===== src/common/csbus_params.svh =====
// csbus_params.svh - constants for the chip select decoder and write cycle logic
// assumes: included by the package and design files by bare name
`ifndef CSBUS_PARAMS_SVH
`define CSBUS_PARAMS_SVH

// -----------------------------------------------------------------
// address decode
// -----------------------------------------------------------------
`define CS_COUNT          4
`define ADDR_WIDTH        24
`define IO_HI_MSB         15
`define IO_HI_LSB         8
`define MEM_HI_MSB        23
`define MEM_HI_LSB        16
`define PERIPH_IO_LO      16'h0080
`define PERIPH_IO_HI      16'h00ff

// -----------------------------------------------------------------
// select control fields
// -----------------------------------------------------------------
`define CTL_EN_BIT        3
`define CTL_IO_BIT        4

// -----------------------------------------------------------------
// bus state timing
// -----------------------------------------------------------------
`define STATE_LEN_MIN     4'h1
`define STATE_LEN_MAX     4'hf
`define STATE_LEN_RESET   4'h1
`define WAIT_SYNC_STAGES  3

`endif


===== src/common/csbus_pkg.sv =====
// csbus_pkg.sv - types shared by the chip select decoder and write cycle logic
// assumes: csbus_params.svh on the include path
`include "csbus_params.svh"

package csbus_pkg;

   // per select settings
   typedef struct packed {
      logic [7:0] select_lower_bound;
      logic [7:0] select_upper_bound;
      logic [7:0] select_control;
   } select_cfg_t;

   // write request from the core
   typedef struct packed {
      logic                       io_cycle;
      logic [`ADDR_WIDTH-1:0]     addr;
      logic [7:0]                 data;
   } write_req_t;

   typedef enum logic [3:0] {
      ST_IDLE  = 4'b0001,
      ST_ONE   = 4'b0010,
      ST_TWO   = 4'b0100,
      ST_THREE = 4'b1000
   } bus_state_t;

endpackage


===== src/hw/csbus_write.sv =====
// csbus_write.sv - chip select decode and legacy mode write cycle sequencer
// assumes: core holds a request until accepted; wait pin is asynchronous
//
// Operation
// - An io-configured select fires only during an io instruction.
// - Io decode compares address bits 15:8 with the lower bound for equality.
// - The top address byte is ignored for io decode.
// - The legacy page base is never added to io addresses.
// - Four independent selects, each memory or io.
// - An io select needs both its enable and io-space bits set.
// - Only the lowest-numbered matching select is asserted.
// - Io addresses 0080h to 00FFh go to on-chip peripherals, no select.
// - A memory select fires when the top byte lies within its bounds inclusive.
// - A write cycle has three states plus wait states.
// - State one drives the address and asserts the select.
// - State two asserts the write strobe and the memory or io request strobe.
// - A low wait input seen on the last clock of state two adds waits until it goes high.
// - State three changes no bus signal.
// - Each state lasts 1 to 15 clocks as programmed.
`timescale 1ns/100ps
`include "csbus_params.svh"

module csbus_write #(
   parameter int NUM_CS = `CS_COUNT
) (
   // clock and reset
   input  wire logic                               CLK,
   input  wire logic                               RSTN,
   // core write request
   input  wire logic                               REQ_VALID,
   input  wire csbus_pkg::write_req_t              REQ,
   output logic                                    REQ_READY,
   // settings
   input  wire csbus_pkg::select_cfg_t [NUM_CS-1:0] SELECT_CFG,
   input  wire logic [3:0]                         STATE_LEN,
   // external bus
   output logic [`ADDR_WIDTH-1:0]                  ADDR_OUT,
   output logic [7:0]                              DATA_OUT,
   output logic                                    DATA_OE_N,
   output logic [NUM_CS-1:0]                       CS_N,
   output logic                                    WR_N,
   output logic                                    MEMORY_REQUEST_STROBE_N,
   output logic                                    IO_REQUEST_STROBE_N,
   input  wire logic                               WAIT_N,
   // status
   output logic                                    BUSY,
   output logic                                    IN_WAIT_STATE
);

   // refuse select counts the fixed priority and strobe logic cannot serve
   if (NUM_CS != `CS_COUNT) begin : g_cs_count_check
      $error("csbus_write supports exactly four selects");
   end

   // -----------------------------------------------------------------
   // wait pin synchroniser
   // -----------------------------------------------------------------
   logic [`WAIT_SYNC_STAGES-1:0] wait_sync_reg;
   logic                         wait_low_reg;

   always_ff @(posedge CLK or negedge RSTN) begin
      if (!RSTN) begin
         wait_sync_reg <= '1;
      end else begin
         wait_sync_reg <= {wait_sync_reg[1:0], WAIT_N};
      end
   end

   // change accepted only when stages two and three agree
   always_ff @(posedge CLK or negedge RSTN) begin
      if (!RSTN) begin
         wait_low_reg <= 1'b0;
      end else if (wait_sync_reg[1] == wait_sync_reg[2]) begin
         wait_low_reg <= ~wait_sync_reg[2];
      end
   end

   // -----------------------------------------------------------------
   // decode
   // -----------------------------------------------------------------
   logic [NUM_CS-1:0] select_hit;

   cs_decoder #(.NUM_CS(NUM_CS)) u_dec (
      .addr       (REQ.addr),
      .io_cycle   (REQ.io_cycle),
      .cfg        (SELECT_CFG),
      .select_hit (select_hit)
   );

   // -----------------------------------------------------------------
   // state sequencer
   // -----------------------------------------------------------------
   csbus_pkg::bus_state_t state_reg;
   logic [3:0]            cnt_reg;
   logic [3:0]            len_reg;
   logic                  wait_reg;
   logic                  last_clk;
   logic                  take;

   assign last_clk = (cnt_reg == len_reg);
   assign take     = (state_reg == csbus_pkg::ST_IDLE) && REQ_VALID;

   always_ff @(posedge CLK or negedge RSTN) begin
      if (!RSTN) begin
         state_reg <= csbus_pkg::ST_IDLE;
         cnt_reg   <= `STATE_LEN_MIN;
         len_reg   <= `STATE_LEN_RESET;
         wait_reg  <= 1'b0;
      end else begin
         case (state_reg)
            csbus_pkg::ST_IDLE: begin
               cnt_reg  <= `STATE_LEN_MIN;
               wait_reg <= 1'b0;
               if (REQ_VALID) begin
                  // zero length clamps to one clock
                  len_reg   <= (STATE_LEN == 4'h0) ? `STATE_LEN_MIN : STATE_LEN;
                  state_reg <= csbus_pkg::ST_ONE;
               end
            end
            csbus_pkg::ST_ONE: begin
               if (last_clk) begin
                  cnt_reg   <= `STATE_LEN_MIN;
                  state_reg <= csbus_pkg::ST_TWO;
               end else begin
                  cnt_reg <= cnt_reg + 4'h1;
               end
            end
            csbus_pkg::ST_TWO: begin
               // wait seen on the last clock of state two stretches it
               if (wait_reg) begin
                  if (!wait_low_reg) begin
                     wait_reg  <= 1'b0;
                     cnt_reg   <= `STATE_LEN_MIN;
                     state_reg <= csbus_pkg::ST_THREE;
                  end
               end else if (last_clk) begin
                  cnt_reg <= `STATE_LEN_MIN;
                  if (wait_low_reg) begin
                     wait_reg <= 1'b1;
                  end else begin
                     state_reg <= csbus_pkg::ST_THREE;
                  end
               end else begin
                  cnt_reg <= cnt_reg + 4'h1;
               end
            end
            csbus_pkg::ST_THREE: begin
               if (last_clk) begin
                  cnt_reg   <= `STATE_LEN_MIN;
                  state_reg <= csbus_pkg::ST_IDLE;
               end else begin
                  cnt_reg <= cnt_reg + 4'h1;
               end
            end
            default: begin
               state_reg <= csbus_pkg::ST_IDLE;
               cnt_reg   <= `STATE_LEN_MIN;
               wait_reg  <= 1'b0;
            end
         endcase
      end
   end

   // -----------------------------------------------------------------
   // bus outputs
   // -----------------------------------------------------------------
   logic io_reg;

   always_ff @(posedge CLK or negedge RSTN) begin
      if (!RSTN) begin
         ADDR_OUT  <= '0;
         DATA_OUT  <= 8'h00;
         DATA_OE_N <= 1'b1;
         CS_N      <= '1;
         io_reg    <= 1'b0;
      end else if (take) begin
         ADDR_OUT  <= REQ.addr;
         DATA_OUT  <= REQ.data;
         DATA_OE_N <= 1'b0;
         CS_N      <= ~select_hit;
         io_reg    <= REQ.io_cycle;
      end else if (state_reg == csbus_pkg::ST_THREE && last_clk) begin
         DATA_OE_N <= 1'b1;
         CS_N      <= '1;
      end
   end

   // strobes: asserted entering state two, held through three
   always_ff @(posedge CLK or negedge RSTN) begin
      if (!RSTN) begin
         WR_N                    <= 1'b1;
         MEMORY_REQUEST_STROBE_N <= 1'b1;
         IO_REQUEST_STROBE_N     <= 1'b1;
      end else if (state_reg == csbus_pkg::ST_ONE && last_clk) begin
         WR_N                    <= 1'b0;
         MEMORY_REQUEST_STROBE_N <= io_reg;
         IO_REQUEST_STROBE_N     <= ~io_reg;
      end else if (state_reg == csbus_pkg::ST_THREE && last_clk) begin
         WR_N                    <= 1'b1;
         MEMORY_REQUEST_STROBE_N <= 1'b1;
         IO_REQUEST_STROBE_N     <= 1'b1;
      end
   end

   always_ff @(posedge CLK or negedge RSTN) begin
      if (!RSTN) begin
         REQ_READY     <= 1'b0;
         BUSY          <= 1'b0;
         IN_WAIT_STATE <= 1'b0;
      end else begin
         REQ_READY     <= take;
         BUSY          <= (state_reg != csbus_pkg::ST_IDLE) || take;
         IN_WAIT_STATE <= (state_reg == csbus_pkg::ST_TWO) &&
                          (wait_reg ? wait_low_reg : (last_clk && wait_low_reg));
      end
   end

   // -----------------------------------------------------------------
   // checks
   // -----------------------------------------------------------------
   a_three_stable: assert property (@(posedge CLK) disable iff (!RSTN)
      (state_reg == csbus_pkg::ST_THREE && !last_clk) |=>
         ($stable(ADDR_OUT) && $stable(CS_N) && $stable(WR_N)))
      else $error("bus signal changed in state three");

   a_onehot_select: assert property (@(posedge CLK) disable iff (!RSTN)
      $onehot0(~CS_N))
      else $error("more than one select active");

   a_io_select_type: assert property (@(posedge CLK) disable iff (!RSTN)
      (take && REQ.io_cycle && select_hit != '0) |->
         (SELECT_CFG[$clog2(select_hit)].select_control[`CTL_IO_BIT]))
      else $error("memory select fired on io cycle");

   a_periph_range: assert property (@(posedge CLK) disable iff (!RSTN)
      (take && REQ.io_cycle && REQ.addr[15:0] >= `PERIPH_IO_LO &&
       REQ.addr[15:0] <= `PERIPH_IO_HI) |=> (CS_N == '1))
      else $error("select asserted in peripheral range");

   a_strobe_after_one: assert property (@(posedge CLK) disable iff (!RSTN)
      (take && STATE_LEN == 4'h1) |=> WR_N ##1 !WR_N)
      else $error("write strobe not asserted in state two");

   a_strobe_excl: assert property (@(posedge CLK) disable iff (!RSTN)
      !(!MEMORY_REQUEST_STROBE_N && !IO_REQUEST_STROBE_N))
      else $error("both request strobes active");

   a_wait_hold: assert property (@(posedge CLK) disable iff (!RSTN)
      (state_reg == csbus_pkg::ST_TWO && wait_reg && wait_low_reg) |=>
         (state_reg == csbus_pkg::ST_TWO))
      else $error("left state two during wait");

   a_release_end: assert property (@(posedge CLK) disable iff (!RSTN)
      (state_reg == csbus_pkg::ST_THREE && last_clk) |=>
         (WR_N && CS_N == '1 && MEMORY_REQUEST_STROBE_N && IO_REQUEST_STROBE_N))
      else $error("strobes not released after state three");

   a_min_cycle: assert property (@(posedge CLK) disable iff (!RSTN)
      (take && STATE_LEN == 4'h1 && !wait_low_reg) |=>
         (state_reg == csbus_pkg::ST_ONE) ##1 (state_reg == csbus_pkg::ST_TWO))
      else $error("state sequence wrong");

   c_mem_write: cover property (@(posedge CLK) take && !REQ.io_cycle && select_hit != '0);
   c_io_write:  cover property (@(posedge CLK) take && REQ.io_cycle && select_hit != '0);
   c_wait:      cover property (@(posedge CLK) IN_WAIT_STATE);
   c_long:      cover property (@(posedge CLK) take && STATE_LEN == 4'hf);

endmodule // csbus_write


===== src/hw/cs_decoder.sv =====
// cs_decoder.sv - combinational chip select decode with fixed priority
// assumes: address and cycle type stable while the result is sampled
`timescale 1ns/100ps
`include "csbus_params.svh"

module cs_decoder #(
   parameter int NUM_CS = `CS_COUNT
) (
   // decode request
   input  wire logic [`ADDR_WIDTH-1:0]        addr,
   input  wire logic                          io_cycle,
   // settings
   input  wire csbus_pkg::select_cfg_t [NUM_CS-1:0] cfg,
   // result, one hot or zero
   output logic [NUM_CS-1:0]                  select_hit
);

   logic [NUM_CS-1:0] match;
   logic              periph_range;

   // on-chip peripherals own this range; page base never applied to io
   assign periph_range = io_cycle && (addr[15:0] >= `PERIPH_IO_LO) &&
                         (addr[15:0] <= `PERIPH_IO_HI);

   for (genvar i = 0; i < NUM_CS; i++) begin : g_match
      logic en;
      logic io;
      assign en = cfg[i].select_control[`CTL_EN_BIT];
      assign io = cfg[i].select_control[`CTL_IO_BIT];
      // io compare uses only address bits 15:8, top byte ignored
      assign match[i] = en && (io ?
         (io_cycle && !periph_range &&
          addr[`IO_HI_MSB:`IO_HI_LSB] == cfg[i].select_lower_bound) :
         (!io_cycle &&
          addr[`MEM_HI_MSB:`MEM_HI_LSB] >= cfg[i].select_lower_bound &&
          addr[`MEM_HI_MSB:`MEM_HI_LSB] <= cfg[i].select_upper_bound));
   end

   // lowest number wins
   assign select_hit = match & ~(match - NUM_CS'(1));

endmodule // cs_decoder


===== config.mk =====
export PLATFORM = sky130hd
export DESIGN_NAME = csbus_write
export DESIGN_NICKNAME = d
export VERILOG_FILES = /design/src/common/csbus_pkg.sv /design/src/hw/csbus_write.sv /design/src/hw/cs_decoder.sv
export VERILOG_INCLUDE_DIRS = /design/src /design/src/common
export SDC_FILE = /design/constraint.sdc
export NUM_CORES = 1
export LEC_CHECK = 0
export BUFFER_PORTS_ARGS = -buffer_cell sky130_fd_sc_hd__buf_2
export CORE_MARGIN = 2
export CORE_UTILIZATION = 50
export CTS_CLUSTER_DIAMETER = 150
export DETAILED_ROUTE_END_ITERATION = 12
export GPL_ROUTABILITY_DRIVEN = 0
export HOLD_SLACK_MARGIN = 0.03
export PLACE_DENSITY = 0.82
export SLEW_MARGIN = 20
export SYNTH_ARGS = -nofsm -noshare
export SYNTH_HDL_FRONTEND = slang
export SYNTH_SLANG_ARGS = --single-unit

===== constraint.sdc =====
create_clock -name CLK -period 2.5 [get_ports CLK]
set_input_delay 0.5 -clock CLK [delete_from_list [all_inputs] [get_ports CLK]]
set_output_delay 0.5 -clock CLK [all_outputs]
set_load 0.05 [all_outputs]

==> impl_metrics.tcl, run 1 <==
set metrics [dict create \
    period_share_pct 82.0 \
    synth_area_um2 4540 \
    antenna_cells 0 \
    regArea_um2 1540 \
    synth.avg_cell_area_um2 8.52 \
    leakage_nw 3.12 \
    required_ps 2760 \
    largest-register "ADDR_OUT" \
    drive_above_1_share_pct 29.1 \
    synthAdderAreaFrac_pct 17.9 \
    crit_fanout 6 \
    post-route-min-period_ps 2050 \
    start_util_pct 51.8 \
    drv_cap 0 \
    synth_warnings 0 \
    wire_per_inst_um 15.2 \
    ys_ff_latch 61 \
    skew_ps 4.76 \
    grt_pass1_vias 4417 \
    powerDensity_nw_per_um2 870 \
    cts_setup_buffers 0 \
    cts_resized 0 \
    nFillCells 777 \
    synth-edff-count 0 \
    clkTransAtPathRegs_ps 70 \
    worstMarginPinSlew_ps 737 \
    die_area_um2 9860 \
    drtIter0Drc 195 \
    drc_errors 0 \
    status "finished, final reports clean" \
    core.rowCount 34 \
    clock_latency_ps 330 \
    largest_reg_flops 24 \
    netlist_instances 533 \
    synth.distinct_cells 57 \
    ys_seq_area_share_pct 34.0 \
    gr-total-overflow 0 \
    syn_to_final_growth_pct 23.7 \
    fp.dieW_um 99.3 \
    clockBufferDepth 2 \
    hold_viol 0 \
    grt_max_degree 41 \
    synth_nets 735 \
    core_um2 8760 \
    setup.worst_path.class "in -> reg" \
    pin_count 180 \
    port_buffers 155 \
    multi_input_area_um2 2670 \
    synthXorXnorAreaFrac_pct 7.33 \
    grt_pass1_wl_mm 20.5 \
    cp.arrival_ps 2310 \
    cts_root_buffer "clkbuf_8" \
    irDropWorstVdd_mv 0.403 \
    ys.flop_type "dfrtp_1" \
    dr.pass1.iters 4 \
    grt_antenna_before_repair 0 \
    ctsHoldBuffers 0 \
    path_cells "buf_2, inv_1, buf_4, ha_1, nand2b_1, a31oi_1, o221ai_1, nor4bb_1, a41o_1, a31oi_1" \
    fin_nets 890 \
    synth-simple-area-share_pct 20.8 \
    worst_hold_path_type "in -> async" \
    end_kind "flip-flop" \
    max_freq_ghz 0.488 \
    reg.largest.list "ADDR_OUT (24), DATA_OUT (8)" \
    wl_mm 12.2 \
    htree_levels 3 \
    path_common_cell "a31oi_1" \
    hpwl_mm 9.93 \
    worst_setup_path_start_kind "input pin" \
    die_y_um 99.3 \
    viasPerCell 5.44 \
    crit_path_max_incr_delay_ps 260 \
    drv_slew 0 \
    dp_slack_ps 124 \
    synth_top_family_by_area "simple AND/OR/NAND/NOR gates" \
    cts_tree "done" \
    setup-violations-final 0 \
    slew-limit-headroom_pct 50.4 \
    cts_made_buffers 9 \
    rsz0062_at_grt "false" \
    cts_sinks 61 \
    vias 4358 \
    synth_async_sr_flop_share_pct 100 \
    synth_compound_area_share_pct 12.0 \
    tns_ps 0 \
    cpMaxStageDelayCell "inv_1" \
    detail-route-antenna-nets 0 \
    synth_mux_area_share_pct 0.662 \
    utilization_pct 64.1 \
    track_usage_pct 26.0 \
    worst_slack_ps 451 \
]
[kinds of logic (layout without fill, tap and decap cells)]
| group | Yosys count | after routing |
|---|---|---|
| buffers and inverters | 83 | 243 |
| adders and majority gates | 65 | 65 |
| xor gates and xnor gates | 38 | 38 |
| DFF | 61 | 61 |
| muxes | 3 | 3 |
| and+or+nand+nor | 204 | 204 |
| AOI/OAI and AO/OA | 79 | 79 |
[through the flow]
stage / area [um^2] / hold WS, ps / power [mW] / cells
after floorplan: 4540 / 204 / 3.47 / 533
after global placement: 5440 / 347 / 4.07 / 785
after detailed placement: 5440 / 349 / 4.16 / 785
after CTS: 5620 / 241 / 4.93 / 801
after global routing: 5620 / 260 / 5.24 / 801
final: 5620 / 231 / 4.89 / 801
[worst paths after layout]
check	from	end	slack, ps	cells past startpoint
worst max-delay path	REQ[24]	CS_N[2]	450	10
worst min-delay path	RSTN	ADDR_OUT[7]	230	1
worst max register to register	state_reg[1]	state_reg[3]	560	6
worst min register to register	wait_sync_reg[0]	wait_sync_reg[1]	360	0
max in group asynchronous	RSTN	CS_N[1]	1600	2
min in group CLK	WAIT_N	wait_sync_reg[0]	280	1
[cells in the mapped netlist, types with 5 or more instances]
| library cell | instances | area (um^2) |
|---|---|---|
| nand2_1 | 132 | 495 |
| ha_1 | 65 | 813 |
| inv_1 | 62 | 233 |
| dfrtp_1 | 47 | 1180 |
| xor2_1 | 25 | 219 |
| a21oi_1 | 23 | 115 |
| nor2_1 | 17 | 63.8 |
| o21ai_0 | 17 | 85.1 |
| dfstp_2 | 14 | 368 |
| xnor2_1 | 13 | 114 |
| clkbuf_1 | 11 | 41.3 |
| nand4_1 | 10 | 62.6 |
| buf_2 | 9 | 45.0 |
| nand2b_1 | 6 | 37.5 |
| nor3_1 | 6 | 30.0 |
| o211ai_1 | 6 | 45.0 |
| nor4_1 | 5 | 31.3 |
[cells in the final DEF (no fill, tap or decap), types with 4 or more instances in the layout]
cell / n
nor3_1: 6
dfrtp_1: 47
nand2b_1: 6
dfstp_2: 14
nor4_1: 5
buf_2: 155
a21oi_1: 23
nand2_1: 132
o211ai_1: 6
nor2_1: 17
clkbuf_8: 10
ha_1: 65
o21ai_0: 17
and3_1: 4
a211oi_1: 4
nor2b_1: 4
buf_4: 9
nand4_1: 10
inv_1: 62
xnor2_1: 13
xor2_1: 25
[routing by layer]
metal	track usage [%]	part of all wire, %
met5	0	0
met4	12.4	4.1
met3	4.43	8.5
met2	44.6	47
met1	31.8	40
[report_power, final]
group          total, mW  leakage [nW]  internal [mW]  switching, mW
Clock              0.761        0.0880          0.382          0.379
Combinational       2.52          2.30          0.682           1.83
Sequential          1.61         0.738           1.38          0.229
Total               4.89          3.12           2.45           2.44
[critical path: cells and delay by family]
family                   cells  cell delay [ps]
adder cells (fa/ha/maj)      1              220
AND/OR/NAND/NOR              2              310
buffers and inverters        3              560
AO/OA/AOI/OAI                4              700
[final cells by class]
cell class                      instances  area share [%]
Multi-Input combinational cell        389            47.4
Sequential cell                        61            27.5
Timing Repair Buffer                  165            15.4
Inverter                               62            4.14
Clock buffer                           10            2.45
Tap cell                              108            2.41
Clock inverter                          6           0.691
(Power assumes the default switching activity.)
==> run 2: changes to the inputs <==
--- a/config.mk
+++ b/config.mk
@@ -6,14 +6,15 @@
 export SDC_FILE = /design/constraint.sdc
 export NUM_CORES = 1
 export LEC_CHECK = 0
+export ABC_AREA = 1
 export BUFFER_PORTS_ARGS = -buffer_cell sky130_fd_sc_hd__buf_2
 export CORE_MARGIN = 2
-export CORE_UTILIZATION = 50
+export CORE_UTILIZATION = 46
 export CTS_CLUSTER_DIAMETER = 150
 export DETAILED_ROUTE_END_ITERATION = 12
 export GPL_ROUTABILITY_DRIVEN = 0
 export HOLD_SLACK_MARGIN = 0.03
-export PLACE_DENSITY = 0.82
+export PLACE_DENSITY = 0.78
 export SLEW_MARGIN = 20
 export SYNTH_ARGS = -nofsm -noshare
 export SYNTH_HDL_FRONTEND = slang
==> constraint.sdc (replaced) <==
create_clock -name CLK -period 1.85 [get_ports CLK]
set_input_delay 0.37 -clock CLK [delete_from_list [all_inputs] [get_ports CLK]]
set_output_delay 0.37 -clock CLK [all_outputs]
set_load 0.05 [all_outputs]
==> impl_metrics.tcl, run 2 <==
set metrics [dict create \
    status "finished, final reports clean" \
    synth_area_leaders "dfrtp_1 24%, nand2_1 18%, ha_1 17%" \
    core.rowCount 37 \
    dr.pass1.iters 4 \
    synthTopCellsByCount "225 x nand2_1, 108 x inv_1, 65 x ha_1" \
    crit_path_end "ADDR_OUT[7]" \
    synth_top_cell_by_area "dfrtp_1" \
    synthXorXnorAreaFrac_pct 4.92 \
    largest-register "ADDR_OUT" \
    design_area_um2 5930 \
    synth.avg_cell_area_um2 7.29 \
    cp.arrival_ps 1890 \
    hpwl_mm 9.52 \
    clockBufferDepth 2 \
    synth.distinct_cells 37 \
    nFillCells 989 \
    swShare_pct 48.8 \
    p_int_mw 3.68 \
    yosys.area.top_type_share_pct 24.5 \
    core_um2 10200 \
    cts_setup_buffers 0 \
    post-route-min-period_ps 1670 \
    reg2reg_setup_slack_ps 180 \
    wire_per_inst_um 12.0 \
    irDropWorstVdd_mv 0.610 \
    drv_cap 0 \
    ys_seq_area_share_pct 32.1 \
    reg2reg_from "state_reg[0]" \
    pwr-share-comb_pct 52.3 \
    final_common_cell "nand2_1" \
    setup-violations-final 0 \
    drive_above_1_share_pct 25.7 \
    antenna_cells 0 \
    start_util_pct 47.0 \
    worstMarginPinSlew_ps 404 \
    r2r-end "ADDR_OUT[7]" \
    worst_setup_path_start_kind "flip-flop" \
    synth_warnings 0 \
    crit_fanout 18 \
    cts_tree "done" \
    largest_reg_flops 24 \
    syn_to_final_growth_pct 23.3 \
    netlist_instances 660 \
    drc_errors 0 \
    synth-edff-count 0 \
    post-place-cells 943 \
    powerDensity_nw_per_um2 1210 \
    htree_levels 3 \
    pwr-share-clk_pct 16.7 \
    cts_resized 0 \
    hold_viol 0 \
    vias 4479 \
    cts_sinks 61 \
    fin_nets 1021 \
    drtIter0Drc 174 \
    ys_ff_latch 61 \
    utilization_pct 58.0 \
    clkTransAtPathRegs_ps 60 \
    required_ps 2070 \
    wl_mm 11.5 \
    setup.worst_path.class "reg -> reg" \
    pin_count 180 \
    worst_slack_ps 182 \
    max_freq_ghz 0.600 \
    power_frac_seq_pct 31.0 \
    leakage_nw 3.53 \
    die_area_um2 11300 \
    cts_root_buffer "clkbuf_8" \
    reg.largest.list "ADDR_OUT (24), DATA_OUT (8)" \
    critical_path.startpoint "state_reg[0]" \
    fin_cells 960 \
    synth_top_family_by_area "simple AND/OR/NAND/NOR gates" \
    synth_nets 862 \
    detail-route-antenna-nets 0 \
    fin_total_pwr_mw 7.18 \
    track_usage_pct 21.5 \
    rsz0062_at_grt "false" \
    viasPerCell 4.67 \
    gr-total-overflow 0 \
    synth_compound_area_share_pct 8.01 \
    die_y_um 106 \
    regArea_um2 1540 \
    worst_hold_path_type "in -> reg" \
    place_area_um2 5710 \
    switchingPower_mw 3.50 \
    cts_made_buffers 9 \
    clock_latency_ps 330 \
    drv_slew 0 \
    grt_pass1_wl_mm 19.4 \
    r2r_cells 8 \
    slew-limit-headroom_pct 73.1 \
    layout_common_cells "225 x nand2_1, 155 x buf_2, 108 x inv_1, 65 x ha_1, 50 x nor2_1" \
    dp_slack_ps -61.3 \
    fp.dieW_um 106 \
    port_buffers 155 \
    synth_most_common_cell "nand2_1" \
    synth_area_um2 4810 \
    ys.flop_type "dfrtp_1" \
    synth_async_sr_flop_share_pct 100 \
    multi_input_area_um2 2690 \
    grt_max_degree 45 \
    synth_mux_area_share_pct 0 \
    grt_antenna_before_repair 0 \
    synth-simple-area-share_pct 26.0 \
    end_kind "flip-flop" \
    skew_ps 6.64 \
    period_share_pct 90.1 \
    grt_pass1_vias 4311 \
    synthAdderAreaFrac_pct 16.9 \
]
run 2: layer usage:
| metal | up-vias | share of wire, % | track usage, % |
|---|---|---|---|
| met1 | 1979 | 45 | 27.5 |
| met5 | - | 0 | 0 |
| met3 | 8 | 5.3 | 3.31 |
| li1 | 2366 | - | - |
| met4 | 0 | 0.81 | 4.70 |
| met2 | 126 | 49 | 38.2 |
run 2: what timing repair did:
item | CTS | global route
hold buffers | 1 | 0
hold endpoints to repair | 11 | 0
endpoints found under the setup margin | 0 | 0
run 2: worst max-delay path, cell delays in order, from the launching register on:
cell	delay, ps
dfstp_2	550
inv_1	70
nor3_4	230
inv_2	70
nor2_4	140
inv_2	170
buf_4	220
nand2_1	60
nand2_1	50
run 2: logic make-up (layout without fill, tap and decap cells):
| group | Yosys count | in the layout |
|---|---|---|
| flops | 61 | 61 |
| buf+inv | 132 | 296 |
| compound gates | 65 | 65 |
| fa+ha+maj | 65 | 65 |
| simple gates | 310 | 310 |
| xor+xnor | 27 | 27 |
run 2: power groups by stage:
stage | logic [mW] | clock network [mW] | registers (mW)
floorplan | 1.39 | 0 | 3.64
global placement | 3.73 | 0 | 2.22
detailed placement | 3.78 | 0 | 2.25
CTS | 3.79 | 1.24 | 2.23
global route | 4.10 | 1.31 | 2.29
finish | 3.75 | 1.20 | 2.23
run 2: final cells by class:
class	instances	area share [%]
multi-input cells	467	45.3
flip-flops and latches	61	26.0
repair buffers	164	14.9
inverters	116	7.34
well taps	136	2.87
clock buffers	12	2.79
clock inverters	4	0.760
run 2: how the worst min path moves through the flow:
stage / startpoint / end / slack, ps / depth (start not counted)
finish: WAIT_N / wait_sync_reg[0] / 140 / 1
global route: WAIT_N / wait_sync_reg[0] / 110 / 1
CTS: WAIT_N / wait_sync_reg[0] / 120 / 1
detailed placement: RSTN / ADDR_OUT[0] / 320 / 1
global placement: RSTN / ADDR_OUT[0] / 320 / 1
floorplan: RSTN / ADDR_OUT[0] / 70 / 0
run 2: stage by stage:
step | setup TNS, ps | hold WS, ps
after global routing | 0 | 115
after global placement | -6.18 | 321
final | 0 | 139
after CTS | 0 | 122
after floorplan | 0 | 74.4
after detailed placement | -148 | 322
